`src/include/cccd_pkg.sv`:
```
// Package for the calibration command decoder: codes, lengths, limits, carriers
package cccd_pkg;
	localparam logic [15:0] RX_GROUP_RST = 16'hFFA5;
	localparam logic [7:0] CMD_OFS_LOAD = 8'hAC;
	localparam logic [7:0] CMD_OFS_SAVE = 8'hCA;
	localparam logic [7:0] CMD_CAP_LOAD = 8'hAD;
	localparam logic [7:0] CMD_CAP_SAVE = 8'hDA;
	localparam logic [7:0] CMD_SEN_LOAD = 8'hAE;
	localparam logic [7:0] CMD_SEN_SAVE = 8'hEA;
	localparam logic [3:0] LEN_OFS = 4'h6;
	localparam logic [3:0] LEN_CAP = 4'h5;
	localparam logic [3:0] LEN_SEN = 4'h4;
	localparam logic [7:0] SIGN_POS = 8'h00;
	localparam logic [7:0] SIGN_NEG = 8'h01;
	localparam logic [23:0] OFS_MAX_KG = 24'h00EA60;
	localparam logic [23:0] OFS_MAX_LB = 24'h0204B6;
	localparam logic [23:0] CAP_MAX_KG = 24'h00C350;
	localparam logic [23:0] CAP_MAX_LB = 24'h01AE97;
	localparam logic [15:0] SEN_MAX = 16'h1388;
	localparam logic [24:0] OFS_RST = 25'h0000000;
	localparam logic [23:0] CAP_RST = 24'h000000;
	localparam logic [15:0] SEN_RST = 16'h0000;
	localparam int N_INPUTS = 4;

	// One received frame, data bytes in arrival order
	typedef struct packed {
		logic [15:0] group;
		logic [3:0] len;
		logic [7:0][7:0] data;
	} cccd_frame_t;

	// One write to the setpoints of every selected input
	typedef struct packed {
		logic ofs_we;
		logic cap_we;
		logic sen_we;
		logic [24:0] ofs;
		logic [23:0] cap;
		logic [15:0] sen;
	} cccd_wr_t;
endpackage : cccd_pkg

```
`src/cccd_setpoint.sv`:
```
// One input's setpoint store
`timescale 1ns/10ps
`default_nettype none
module cccd_setpoint (
	// Clock and reset
	input wire logic clk_i,
	input wire logic sys_rst_i,
	// Write from decoder
	input wire logic sel_i,
	input wire cccd_pkg::cccd_wr_t wr_i,
	// Stored values
	output logic [24:0] ofs_o,
	output logic [23:0] cap_o,
	output logic [15:0] sen_o
);
	logic [24:0] ofs_q, ofs_d;
	logic [23:0] cap_q, cap_d;
	logic [15:0] sen_q, sen_d;

	always_comb begin
		ofs_d = ofs_q;
		cap_d = cap_q;
		sen_d = sen_q;
		if (sel_i && wr_i.ofs_we) begin
			ofs_d = wr_i.ofs;
		end
		if (sel_i && wr_i.cap_we) begin
			cap_d = wr_i.cap;
		end
		if (sel_i && wr_i.sen_we) begin
			sen_d = wr_i.sen;
		end
	end

	always_ff @(posedge clk_i) begin
		if (sys_rst_i) begin
			ofs_q <= cccd_pkg::OFS_RST;
			cap_q <= cccd_pkg::CAP_RST;
			sen_q <= cccd_pkg::SEN_RST;
		end else begin
			ofs_q <= ofs_d;
			cap_q <= cap_d;
			sen_q <= sen_d;
		end
	end

	assign ofs_o = ofs_q;
	assign cap_o = cap_q;
	assign sen_o = sen_q;
endmodule : cccd_setpoint
`default_nettype wire

```
`src/cccd_decoder.sv`:
```
// Calibration command decoder for offset, capacity and sensitivity frames
//
// Function
// RULE1 - Accept only on configurable receive group, default FFA5
// RULE2 - Option bits 0-3 select inputs 1-4
// RULE3 - Sign 00 positive, 01 negative
// RULE4 - Offset frame: cmd, option, sign, three data
// RULE5 - Offset codes: AC load, CA save
// RULE6 - Offset magnitude signed by sign byte
// RULE7 - Sender keeps offset within unit limit
// RULE8 - Offset and capacity use per-input weight unit
// RULE9 - Three data bytes most significant first
// RULE10 - Offset save ignores bytes after command
// RULE11 - Save writes setpoints to flash; the code only pulses save_o and leaves the calibration state
// RULE12 - Capacity frame: cmd, option, three unsigned bytes
// RULE13 - Capacity codes: AD load, DA save
// RULE14 - Capacity non-negative, within unit limit
// RULE15 - Capacity save ignores following four bytes
// RULE16 - Sensitivity frame: cmd, option, two data
// RULE17 - Sensitivity codes: AE load, EA save
// RULE18 - Sensitivity 0 to 5000, hundredths mV/V
// RULE19 - Sensitivity bytes most significant first
// RULE20 - Sensitivity save ignores following three bytes
// RULE21 - Discard bad code, length or range
// RULE22 - Ignore option bits above bit 3
`timescale 1ns/10ps
`default_nettype none
module cccd_decoder #(
	parameter logic [15:0] RX_GROUP = cccd_pkg::RX_GROUP_RST
) (
	// Clock and reset
	input wire logic clk_i,
	input wire logic sys_rst_i,
	// Configuration
	input wire logic [15:0] rx_group_i,
	input wire logic rx_group_use_i,
	input wire logic [3:0] unit_lb_i,
	// Frame from CAN receiver
	input wire logic frame_valid_i,
	input wire cccd_pkg::cccd_frame_t frame_i,
	// Setpoints, per input
	output logic [4*25-1:0] ofs_o,
	output logic [4*24-1:0] cap_o,
	output logic [4*16-1:0] sen_o,
	// Status
	output logic save_o,
	output logic accept_o,
	output logic reject_o,
	output logic cal_active_o
);
	typedef enum logic [1:0] {CCCD_IDLE, CCCD_CAL} cccd_state_t;

	cccd_state_t state_q, state_d;
	logic save_q, save_d;
	logic accept_q, accept_d;
	logic reject_q, reject_d;
	cccd_pkg::cccd_wr_t wr;
	logic [3:0] sel;
	logic [15:0] group;
	logic [7:0] cmd;
	logic [23:0] mag24;
	logic [23:0] mag_cap;
	logic [15:0] mag16;
	logic ok;
	logic unit_ok;

	assign group = rx_group_use_i ? rx_group_i : RX_GROUP; // RULE1
	assign cmd = frame_i.data[0];
	assign mag24 = {frame_i.data[3], frame_i.data[4], frame_i.data[5]}; // RULE9
	assign mag_cap = {frame_i.data[2], frame_i.data[3], frame_i.data[4]}; // RULE9
	assign mag16 = {frame_i.data[2], frame_i.data[3]}; // RULE19

	always_comb begin
		wr = '0;
		sel = 4'h0;
		ok = 1'b0;
		unit_ok = 1'b1;
		state_d = state_q;
		save_d = 1'b0;
		accept_d = 1'b0;
		reject_d = 1'b0;
		if (frame_valid_i && frame_i.group == group) begin
			unique case (cmd)
				cccd_pkg::CMD_OFS_LOAD: begin
					// A multi-input write must fit every selected unit
					for (int i = 0; i < cccd_pkg::N_INPUTS; i++) begin
						if (frame_i.data[1][i] && mag24 > (unit_lb_i[i] ? cccd_pkg::OFS_MAX_LB : cccd_pkg::OFS_MAX_KG)) begin
							unit_ok = 1'b0; // RULE7 RULE8
						end
					end
					ok = frame_i.len == cccd_pkg::LEN_OFS && unit_ok
						&& (frame_i.data[2] == cccd_pkg::SIGN_POS || frame_i.data[2] == cccd_pkg::SIGN_NEG); // RULE4 RULE3
					wr.ofs_we = ok; // RULE5
					wr.ofs = (frame_i.data[2] == cccd_pkg::SIGN_NEG) ? 25'(-{1'b0, mag24}) : {1'b0, mag24}; // RULE6
				end
				cccd_pkg::CMD_CAP_LOAD: begin
					for (int i = 0; i < cccd_pkg::N_INPUTS; i++) begin
						if (frame_i.data[1][i] && mag_cap > (unit_lb_i[i] ? cccd_pkg::CAP_MAX_LB : cccd_pkg::CAP_MAX_KG)) begin
							unit_ok = 1'b0; // RULE14 RULE8
						end
					end
					ok = frame_i.len == cccd_pkg::LEN_CAP && unit_ok; // RULE12
					wr.cap_we = ok; // RULE13
					wr.cap = mag_cap;
				end
				cccd_pkg::CMD_SEN_LOAD: begin
					ok = frame_i.len == cccd_pkg::LEN_SEN && mag16 <= cccd_pkg::SEN_MAX; // RULE16 RULE18
					wr.sen_we = ok; // RULE17
					wr.sen = mag16;
				end
				// Save codes look at the command byte and the frame length only
				cccd_pkg::CMD_OFS_SAVE: begin
					ok = frame_i.len == cccd_pkg::LEN_OFS; // RULE10 RULE5
					save_d = ok; // RULE11
				end
				cccd_pkg::CMD_CAP_SAVE: begin
					ok = frame_i.len == cccd_pkg::LEN_CAP; // RULE15 RULE13
					save_d = ok; // RULE11
				end
				cccd_pkg::CMD_SEN_SAVE: begin
					ok = frame_i.len == cccd_pkg::LEN_SEN; // RULE20 RULE17
					save_d = ok; // RULE11
				end
				default: begin
					ok = 1'b0; // RULE21
				end
			endcase
			sel = ok ? frame_i.data[1][3:0] : 4'h0; // RULE2 RULE22 RULE21
			accept_d = ok;
			reject_d = !ok; // RULE21
			if (ok) begin
				state_d = save_d ? CCCD_IDLE : CCCD_CAL;
			end
		end
	end

	always_ff @(posedge clk_i) begin
		if (sys_rst_i) begin
			state_q <= CCCD_IDLE;
			save_q <= 1'b0;
			accept_q <= 1'b0;
			reject_q <= 1'b0;
		end else begin
			state_q <= state_d;
			save_q <= save_d;
			accept_q <= accept_d;
			reject_q <= reject_d;
		end
	end

	for (genvar g = 0; g < cccd_pkg::N_INPUTS; g++) begin : g_sp
		cccd_setpoint u_sp (
			.clk_i(clk_i),
			.sys_rst_i(sys_rst_i),
			.sel_i(sel[g]),
			.wr_i(wr),
			.ofs_o(ofs_o[g*25 +: 25]),
			.cap_o(cap_o[g*24 +: 24]),
			.sen_o(sen_o[g*16 +: 16])
		);
	end

	assign save_o = save_q;
	assign accept_o = accept_q;
	assign reject_o = reject_q;
	assign cal_active_o = (state_q == CCCD_CAL);
endmodule : cccd_decoder
`default_nettype wire

```
`config.mk`:
```
export PLATFORM = sky130hd
export DESIGN_NAME = cccd_decoder
export DESIGN_NICKNAME = d
export VERILOG_FILES = /design/src/include/cccd_pkg.sv /design/src/cccd_setpoint.sv /design/src/cccd_decoder.sv
export SDC_FILE = /design/constraint.sdc
export NUM_CORES = 1
export LEC_CHECK = 0
export ABC_CLOCK_PERIOD_IN_PS = 7200
export BUFFER_PORTS_ARGS = -buffer_cell sky130_fd_sc_hd__buf_2
export CAP_MARGIN = 20
export CORE_MARGIN = 5
export CORE_UTILIZATION = 55
export DETAILED_ROUTE_END_ITERATION = 6
export GPL_TIMING_DRIVEN = 0
export PLACE_DENSITY_LB_ADDON = 0.1
export REMOVE_ABC_BUFFERS = 1
export SLEW_MARGIN = 10
export SYNTH_ARGS = -nofsm -noshare
export SYNTH_HDL_FRONTEND = slang
export SYNTH_SLANG_ARGS = --single-unit
export TNS_END_PERCENT = 1
```
`constraint.sdc`:
```
create_clock -name clk_i -period 7.2 [get_ports clk_i]
set_clock_uncertainty 0.05 [all_clocks]
set_input_delay 1.08 -clock clk_i [delete_from_list [all_inputs] [get_ports clk_i]]
set_output_delay 1.08 -clock clk_i [all_outputs]
set_load 0.02 [all_outputs]
```
==> results.toml, run 1 <==
[outcome]
status = "finished clean"

[floorplanning]
rows = 55
fp.dieArea_um2 = 26400
die_y_um = 163
core_area_um2 = 22800
io_pins = 372
die_w_um = 163
start_util_pct = 56.2

[sta]
finalCritPeriodShare_pct = 58.7
max_slew_margin_pct = 39.1
setup_viol_count_final = 0
post-route-min-period_ps = 4230
rsz0062_at_grt = "false"
finalHoldViolations = 0
worst_pin_slew_ps = 914
fmax_ghz = 0.237
maxSlewViolCount = 0
setup_tns_ps = 0

[global_route]
grt_pass1_wl_um = 57900
grt_overflow_total = 0
grt_usage_pct = 26.8
grt_max_degree = 124
grt_pass1_vias = 10946
grt_antenna_before_repair = 2

[run]
drv_cap = 0

[placed_design]
hpwlAfterDp_um = 26800
port_buffers = 351
globalplace.congestion = 0.885

[synthesis]
ys_ff_latch = 264
yosysMostFrequentCell = "dfxtp_1"
synth-warning-count = 0
netlist_top_cells_count = "264 x dfxtp_1, 226 x nand2_1, 220 x mux2i_1"
async_reset_ff_share_pct = 0
ys_types = 66
syn_inst = 1333
ys_seq_area_share_pct = 41.3
synth.area.top_cells = "dfxtp_1 41%, mux2i_1 17%, ha_1 8.3%, nand2_1 6.6%, nor2_1 2.7%"
yosys.area.top_type = "dfxtp_1"
syn_area_per_cell_um2 = 9.61
synth.top_cell.area_share_pct = 41.3
synth_edf_count = 0
ys.flop_type = "dfxtp_1"
netlist_area_um2 = 12800

[power_and_ir_drop]
power.leakage_nw = 7.17
ir_drop_uv = 202
finalPower_mw = 3.02
powerDensity_nw_per_um2 = 194

[clock_network]
cts_setup_buffers = 0
cts_buffers = 27
holdBufCountCts = 0
cts_repair_resize_count = 0
clkTransAtPathRegs_ps = 60
cts_max_level = 1
ctsRootBufferMaster = "clkbuf_16"
clkLatencyLatePin_ps = 530
clk_path_buf_depth = 3
cts_tree = "done"
cts.sinks = 264

[route]
vias = 11112
via_per_inst = 5.60
drt-total-wl_um = 37200
avgRoutedWirePerCell_um = 18.8
antenna_left = 0
drc_errors = 0
drt_first_pass_iters = 5
drt-initial-drc-count = 705

[critical_path]
worstPathCellList = "buf_2 > inv_1 > ha_1 > and3_1 > nand4_1 > o41ai_1 > nand2_1 > a21oi_1 > nand4_1 > buf_6 > buf_6 > and3_1"
cp_num_buf_inv = 4
startpoint_type = "input pin"
required_ps = 7570
end_kind = "flip-flop"
critical-path-top-delay-family = "simple AND/OR/NAND/NOR gates"
crit_path_max_fanout = 11
worst_path_max_delay_cell = "nand4_1"
crit_arrival_ps = 4600
crit_type = "in2reg"
critical_path.max_stage_delay_ps = 620

[cells_and_area]
multi_input_area_um2 = 6980
nNetsFinal = 1847
synthToLayoutAreaGrowth_pct = 21.6
drive_gt1_share_pct = 25.9
nFillCells = 1897
regArea_um2 = 5290

[min_path]
hold_path_class = "reg2reg"
## area by class of cell
| class | count | share of cell area [%] |
|---|---|---|
| Inverter | 24 | 0.610 |
| Clock buffer | 37 | 4.96 |
| Antenna cell | 1 | 0.0161 |
| Tap cell | 313 | 2.51 |
| Clock inverter | 8 | 0.361 |
| Timing Repair Buffer | 369 | 12.8 |
| Sequential cell | 264 | 33.9 |
| Multi-Input combinational cell | 968 | 44.8 |
## power breakdown
part	internal, mW	leakage [nW]	switching (mW)	total (mW)
clock	0.748	0.406	0.568	1.32
sequential	1.46	2.12	0.0000000159	1.46
combinational	0.0844	4.64	0.156	0.241
## routing by layer
metal	vias to the layer above	part of all wire [%]	GRT usage, %
met5	-	0.040	0
met4	2	2.7	7.59
met3	77	8.8	7.67
met2	424	46	44.5
met1	5228	42	34.1
li1	5381	-	-
## stage by stage
step / cell area (um^2) / utilization (%) / setup slack [ps] / hold slack (ps) / std cells
floorplan: 12300 / - / 2660 / 483 / 1256
global placement: 14500 / 63.6 / 401 / 388 / 1920
detailed placement: 14700 / 64.7 / 2480 / 396 / 1938
CTS: 15600 / 68.4 / 3020 / 406 / 1983
global route: 15600 / 68.4 / 2720 / 419 / 1984
finish: 15600 / 68.4 / 2970 / 401 / 1984
## sequential cells by signal, summed over array words and instances, names as in the netlist
register / flops
g_sp.u_sp.ofs_o: 100
save_o: 1
g_sp.u_sp.cap_o: 96
state_q: 1
reject_o: 1
accept_o: 1
g_sp.u_sp.sen_o: 64
## worst register-to-register path, stage by stage, from the launching register on
cell	delay, ps
dfxtp_1	330
a2111oi_0	310
nor2_1	100
## kinds of logic (layout without fill, tap and decap cells)
group | count (synthesis) | after routing | share of synthesized area (%)
AOI/OAI and AO/OA | 131 | 131 | 7.09
adders and majority gates | 85 | 85 | 8.30
DFF | 264 | 264 | 41.3
muxes | 220 | 220 | 17.2
other | 0 | 1 | 0
and+or+nand+nor | 508 | 508 | 20.1
buffers and inverters | 101 | 438 | 4.43
xor gates and xnor gates | 24 | 24 | 1.64
## worst paths after layout
path / start / endpoint / slack (ps) / cells after the start
hold reg to reg: g_sp[1].u_sp.ofs_o[18] / g_sp[1].u_sp.ofs_o[18] / 400 / 2
setup reg to reg: state_q[0] / state_q[0] / 6290 / 2
setup / recovery: unit_lb_i[0] / g_sp[0].u_sp.cap_o[21] / 2970 / 12
hold / removal: g_sp[1].u_sp.ofs_o[18] / g_sp[1].u_sp.ofs_o[18] / 400 / 2
## placed cells by master (no fill, tap or decap), drive strengths merged, types with 10 or more instances in the layout
master	Yosys	routed
nor3b	25	25
clkbuf	43	37
dfxtp	264	264
o21ai	18	18
and3	36	36
nor2	91	91
inv	24	26
nand2	226	226
xor2	14	14
buf	34	369
o31ai	10	10
nand4	27	27
nor4	21	21
mux2i	220	220
ha	85	85
nor3	11	11
nand3	11	11
a211oi	10	10
xnor2	10	10
a21oi	31	31
Note: power is estimated with default switching activity, not from simulation.
==> inputs of run 2 (changes only) <==
Settings changed: ABC_CLOCK_PERIOD_IN_PS 7200 to 3550, CORE_UTILIZATION 55 to 47.
Clock period 7.2 ns to 3.55 ns, I/O delays scaled along.
==> results.toml, run 2 (synthesized netlist as in run 1, its figures left out) <==
[outcome]
status = "finished clean"

[floorplanning]
die_w_um = 175
start_util_pct = 47.7
core_area_um2 = 26900
io_pins = 372
fp.dieArea_um2 = 30700
rows = 60
die_y_um = 175

[placed_design]
hpwlAfterDp_um = 27400
port_buffers = 351
globalplace.congestion = 0.873
place_area_um2 = 14800
dpl.cell_count = 1966

[power_and_ir_drop]
ir_drop_uv = 301
powerDensity_nw_per_um2 = 417
finalPower_mw = 6.61
power.leakage_nw = 7.28

[route]
drt_first_pass_iters = 5
drt-total-wl_um = 38200
drt-initial-drc-count = 687
antenna_left = 0
avgRoutedWirePerCell_um = 18.9
drc_errors = 0
via_per_inst = 5.46
vias = 11053

[cells_and_area]
drive_gt1_share_pct = 26.4
fin_area_um2 = 15900
nNetsFinal = 1851
mostFrequentLayoutCell = "buf_2"
nFillCells = 2425
largest_reg_flops = 100
post-route-util_pct = 59.1
layout_common_cells = "350 x buf_2, 264 x dfxtp_1, 226 x nand2_1, 220 x mux2i_1, 91 x nor2_1"
synthToLayoutAreaGrowth_pct = 23.9
stdcell_count = 2024
regArea_um2 = 5290
multi_input_area_um2 = 6990

[global_route]
grt_max_degree = 138
grt_overflow_total = 0
grt_pass1_wl_um = 59300
grt_pass1_vias = 10814
grt_usage_pct = 23.5
grt_antenna_before_repair = 4

[critical_path]
required_ps = 3980
crit_type = "in2reg"
startpoint_type = "input pin"
end_kind = "flip-flop"
ff2ff_path_depth = 2
crit_path_max_fanout = 13
crit_arrival_ps = 3820

[sta]
post-route-min-period_ps = 3400
finalCritPeriodShare_pct = 95.7
worst_pin_slew_ps = 865
setup_viol_count_final = 0
finalHoldViolations = 0
setup_tns_ps = 0
max_slew_margin_pct = 40.9
maxSlewViolCount = 0
fmax_ghz = 0.294
rsz0062_at_grt = "true"

[clock_network]
cts_buffers = 28
cts.sinks = 264
clkTransAtPathRegs_ps = 60
clk_path_buf_depth = 3
cts_max_level = 1
ctsRootBufferMaster = "clkbuf_16"
clkLatencyLatePin_ps = 540
cts_tree = "done"

[min_path]
worstHoldPathCells = 3
hold_path_class = "in2reg"

[run]
drv_cap = 0
run 2: cell types whose count changed in the layout (fill, tap and decap cells not counted), sizes merged:
cell,before,now
bufinv,0,5
buf,369,372
clkinv,4,7
diode,1,3
clkinvlp,2,1
run 2: final timing paths:
path	startpoint	to	slack (ps)
worst max-delay path	unit_lb_i[2]	g_sp[1].u_sp.ofs_o[2]	150
worst min register to register	g_sp[0].u_sp.ofs_o[5]	g_sp[0].u_sp.ofs_o[5]	400
worst min-delay path	frame_i[2]	save_o	290
worst max register to register	state_q[0]	state_q[0]	2600
run 2: power breakdown:
part | leakage [nW] | total [mW] | internal, mW | switching (mW)
Sequential | 2.12 | 2.96 | 2.96 | 0.0000000156
Clock | 0.496 | 3.16 | 1.93 | 1.23
Combinational | 4.66 | 0.491 | 0.171 | 0.320
Total | 7.28 | 6.61 | 5.06 | 1.55
run 2: repair_timing:
action	in CTS	in global routing
cloned	0	0
hold buffers	0	0
setup buffers	0	3
pin swaps	0	1
resized for setup	1	3
endpoints found under the setup margin	13	71
run 2: worst max-delay path, stage by stage:
cell and delay, ps:
buf_2 260, inv_1 300, ha_1 440, nand4b_1 290
or4_1 540, o21ai_0 160, a21oi_1 90, a21oi_1 320
and3_4 460, buf_16 210, mux2i_1 190
run 2: final cells by class:
| type | count | share of cell area (%) |
|---|---|---|
| Antenna cell | 3 | 0.0473 |
| Clock buffer | 37 | 4.94 |
| Sequential cell | 264 | 33.3 |
| Clock inverter | 15 | 1.42 |
| Inverter | 24 | 0.615 |
| Tap cell | 341 | 2.69 |
| Multi-Input combinational cell | 968 | 44.1 |
| Timing Repair Buffer | 372 | 12.9 |
run 2: metal layers:
layer	global-route usage, %	up-vias	share of wire, %
met5	0	-	0.018
met4	4.81	2	1.4
met3	5.39	43	7.0
met2	39.3	340	47
met1	31.2	5265	45
li1	-	5403	-
run 2: stage by stage:
step | setup WS, ps | hold slack [ps]
3_3_place_gp | -2800 | 388
4_1_cts | 8.57 | 275
5_1_grt | -40.8 | 297
2_1_floorplan | -441 | 483
3_5_place_dp | -654 | 394
6_report | 153 | 295
==> inputs of run 3 (changes only) <==
Settings changed: ABC_AREA from default to 1, CELL_PAD_IN_SITES_DETAIL_PLACEMENT from default to 1, CELL_PAD_IN_SITES_GLOBAL_PLACEMENT from default to 1, CORE_UTILIZATION 47 to 33.
==> results.toml, run 3 <==
[global_route]
grt_usage_pct = 22.1
grt_overflow_total = 0
grt_max_degree = 121
grt_pass1_wl_um = 78700
grt_antenna_before_repair = 4
grt_pass1_vias = 13856

[sta]
fmax_ghz = 0.299
post-route-min-period_ps = 3350
finalHoldViolations = 0
setup_viol_count_final = 0
finalCritPeriodShare_pct = 94.3
setup_tns_ps = 0
hold_ws_ps = 368
worst_pin_slew_ps = 1000
maxSlewViolCount = 0
setup_slack_ps = 203
max_slew_margin_pct = 32.7
rsz0062_at_grt = "true"

[route]
vias = 13468
avgRoutedWirePerCell_um = 18.5
drt-total-wl_um = 51500
drt_first_pass_iters = 4
via_per_inst = 4.84
drc_errors = 0
drt-initial-drc-count = 664
antenna_left = 0

[synthesis]
netlist_top_cells_count = "350 x nor2_1, 287 x nand2_1, 264 x dfxtp_1"
synthSimpleGateAreaFrac_pct = 27.0
ys_ff_latch = 264
ys.flop_type = "dfxtp_1"
ys_types = 40
async_reset_ff_share_pct = 0
yosys.area_share.adder_pct = 7.96
ys_seq_area_share_pct = 39.5
synth-compound-area-share_pct = 13.6
yosysMostFrequentCell = "nor2_1"
syn_area_per_cell_um2 = 7.00
synth_xor_area_share_pct = 1.44
synth_top_family_by_area = "simple AND/OR/NAND/NOR gates"
netlist_area_um2 = 13400
synth-warning-count = 0
synth.top_cell.area_share_pct = 39.5
synthMuxAreaShare_pct = 0
synth.area.top_cells = "dfxtp_1 40%, nor2_1 9.8%, nand2_1 8.1%, ha_1 8.0%, inv_1 7.1%"
yosys.area.top_type = "dfxtp_1"
syn_inst = 1911
synth_edf_count = 0

[placed_design]
port_buffers = 351
hpwlAfterDp_um = 39100
place_area_um2 = 15600
dp_slack_ps = -967
globalplace.congestion = 0.864

[cells_and_area]
fin_area_um2 = 16700
nNetsFinal = 2430
drive_gt1_share_pct = 20.6
multi_input_area_um2 = 6720
layout_common_cells = "350 x nor2_1, 350 x buf_2, 287 x nand2_1, 264 x dfxtp_1, 247 x inv_1"
nFillCells = 5114
synthToLayoutAreaGrowth_pct = 24.8
regArea_um2 = 5290
largest_reg_flops = 100

[clock_network]
cts_max_level = 1
holdBufCountCts = 0
ctsRootBufferMaster = "clkbuf_16"
clk_path_buf_depth = 3
cts_tree = "done"
cts.sinks = 264
clkLatencyLatePin_ps = 570
cts_buffers = 31
clkTransAtPathRegs_ps = 60

[floorplanning]
die_w_um = 211
die_y_um = 211
start_util_pct = 33.5
rows = 73
fp.dieArea_um2 = 44600
core_area_um2 = 39900
io_pins = 372

[power_and_ir_drop]
power.leakage_nw = 8.89
finalPower_mw = 6.44
ir_drop_uv = 274
powerDensity_nw_per_um2 = 386

[outcome]
status = "finished clean"

[critical_path]
crit_arrival_ps = 3800
crit_type = "in2reg"
crit_path_max_fanout = 29
startpoint_type = "input pin"
end_kind = "flip-flop"
required_ps = 4000

[min_path]
hold_path_class = "in2reg"

[run]
drv_cap = 0
[run 3: path summary, 6_finish.rpt]
kind	startpoint	endpoint	slack, ps	depth (start not counted)
max	unit_lb_i[1]	g_sp[1].u_sp.cap_o[1]	200	20
min	frame_i[19]	g_sp[0].u_sp.sen_o[11]	370	5
max reg2reg	g_sp[1].u_sp.ofs_o[18]	g_sp[1].u_sp.ofs_o[18]	2670	3
min reg2reg	g_sp[3].u_sp.ofs_o[20]	g_sp[3].u_sp.ofs_o[20]	390	2
[run 3: timing repair]
| action | CTS | global route |
|---|---|---|
| pin swaps | 0 | 1 |
| cloned | 0 | 0 |
| gates resized for setup | 7 | 12 |
| buffers inserted | 2 | 13 |
| setup endpoints to repair | 74 | 206 |
[run 3: layout make-up]
| class | count | share of cell area [%] |
|---|---|---|
| antenna | 2 | 0.0300 |
| clock buffer | 44 | 5.06 |
| inverter | 268 | 6.29 |
| clock inverter | 9 | 0.330 |
| tap | 525 | 3.94 |
| multi-input combinational | 1295 | 40.2 |
| timing repair buffer | 377 | 12.4 |
| sequential | 264 | 31.7 |
[run 3: power breakdown]
| group | leakage [nW] | internal, mW | switching, mW |
|---|---|---|---|
| Clock | 0.442 | 1.64 | 1.25 |
| Combinational | 6.33 | 0.194 | 0.388 |
| Sequential | 2.12 | 2.96 | 0.0000000721 |
| Total | 8.89 | 4.80 | 1.64 |
[run 3: worst max-delay path, cell delays in order]
cell and delay, ps:
buf_2 280, inv_1 310, ha_1 390, nand2_1 50, nor2_1 140, nand2_1 60
nor3_1 240, nand2_1 90, nand2_1 70, inv_1 40, nand2_1 70, nand2_1 50
nor2_1 140, nand2_1 140, inv_2 180, nand3_4 360, clkinvlp_4 260, buf_12 150
o21ai_0 80, nor2_1 120
[run 3: metrics by stage]
step           cells  util (%)
2_1_floorplan   1827         -
3_3_place_gp    2703      38.6
3_5_place_dp    2714      39.0
4_1_cts         2769      41.4
5_1_grt         2782      41.8
6_report        2784      41.8
[run 3: layer usage]
layer	global-route usage [%]	vias to the layer above	routed length, um	share of wire [%]
li1	-	6745	-	-
met1	26.6	6397	21900	42
met2	39.2	248	25100	49
met3	5.94	74	3270	6.4
met4	5.28	4	1250	2.4
met5	0	-	21	0.041
[run 3: logic make-up (layout without fill, tap and decap cells)]
group | count (synthesis) | after routing
flip-flops | 264 | 264
AND/OR/NAND/NOR | 850 | 850
XOR/XNOR | 22 | 22
other | 0 | 2
adder cells (fa/ha/maj) | 85 | 85
AO/OA/AOI/OAI | 338 | 338
buffers and inverters | 352 | 698
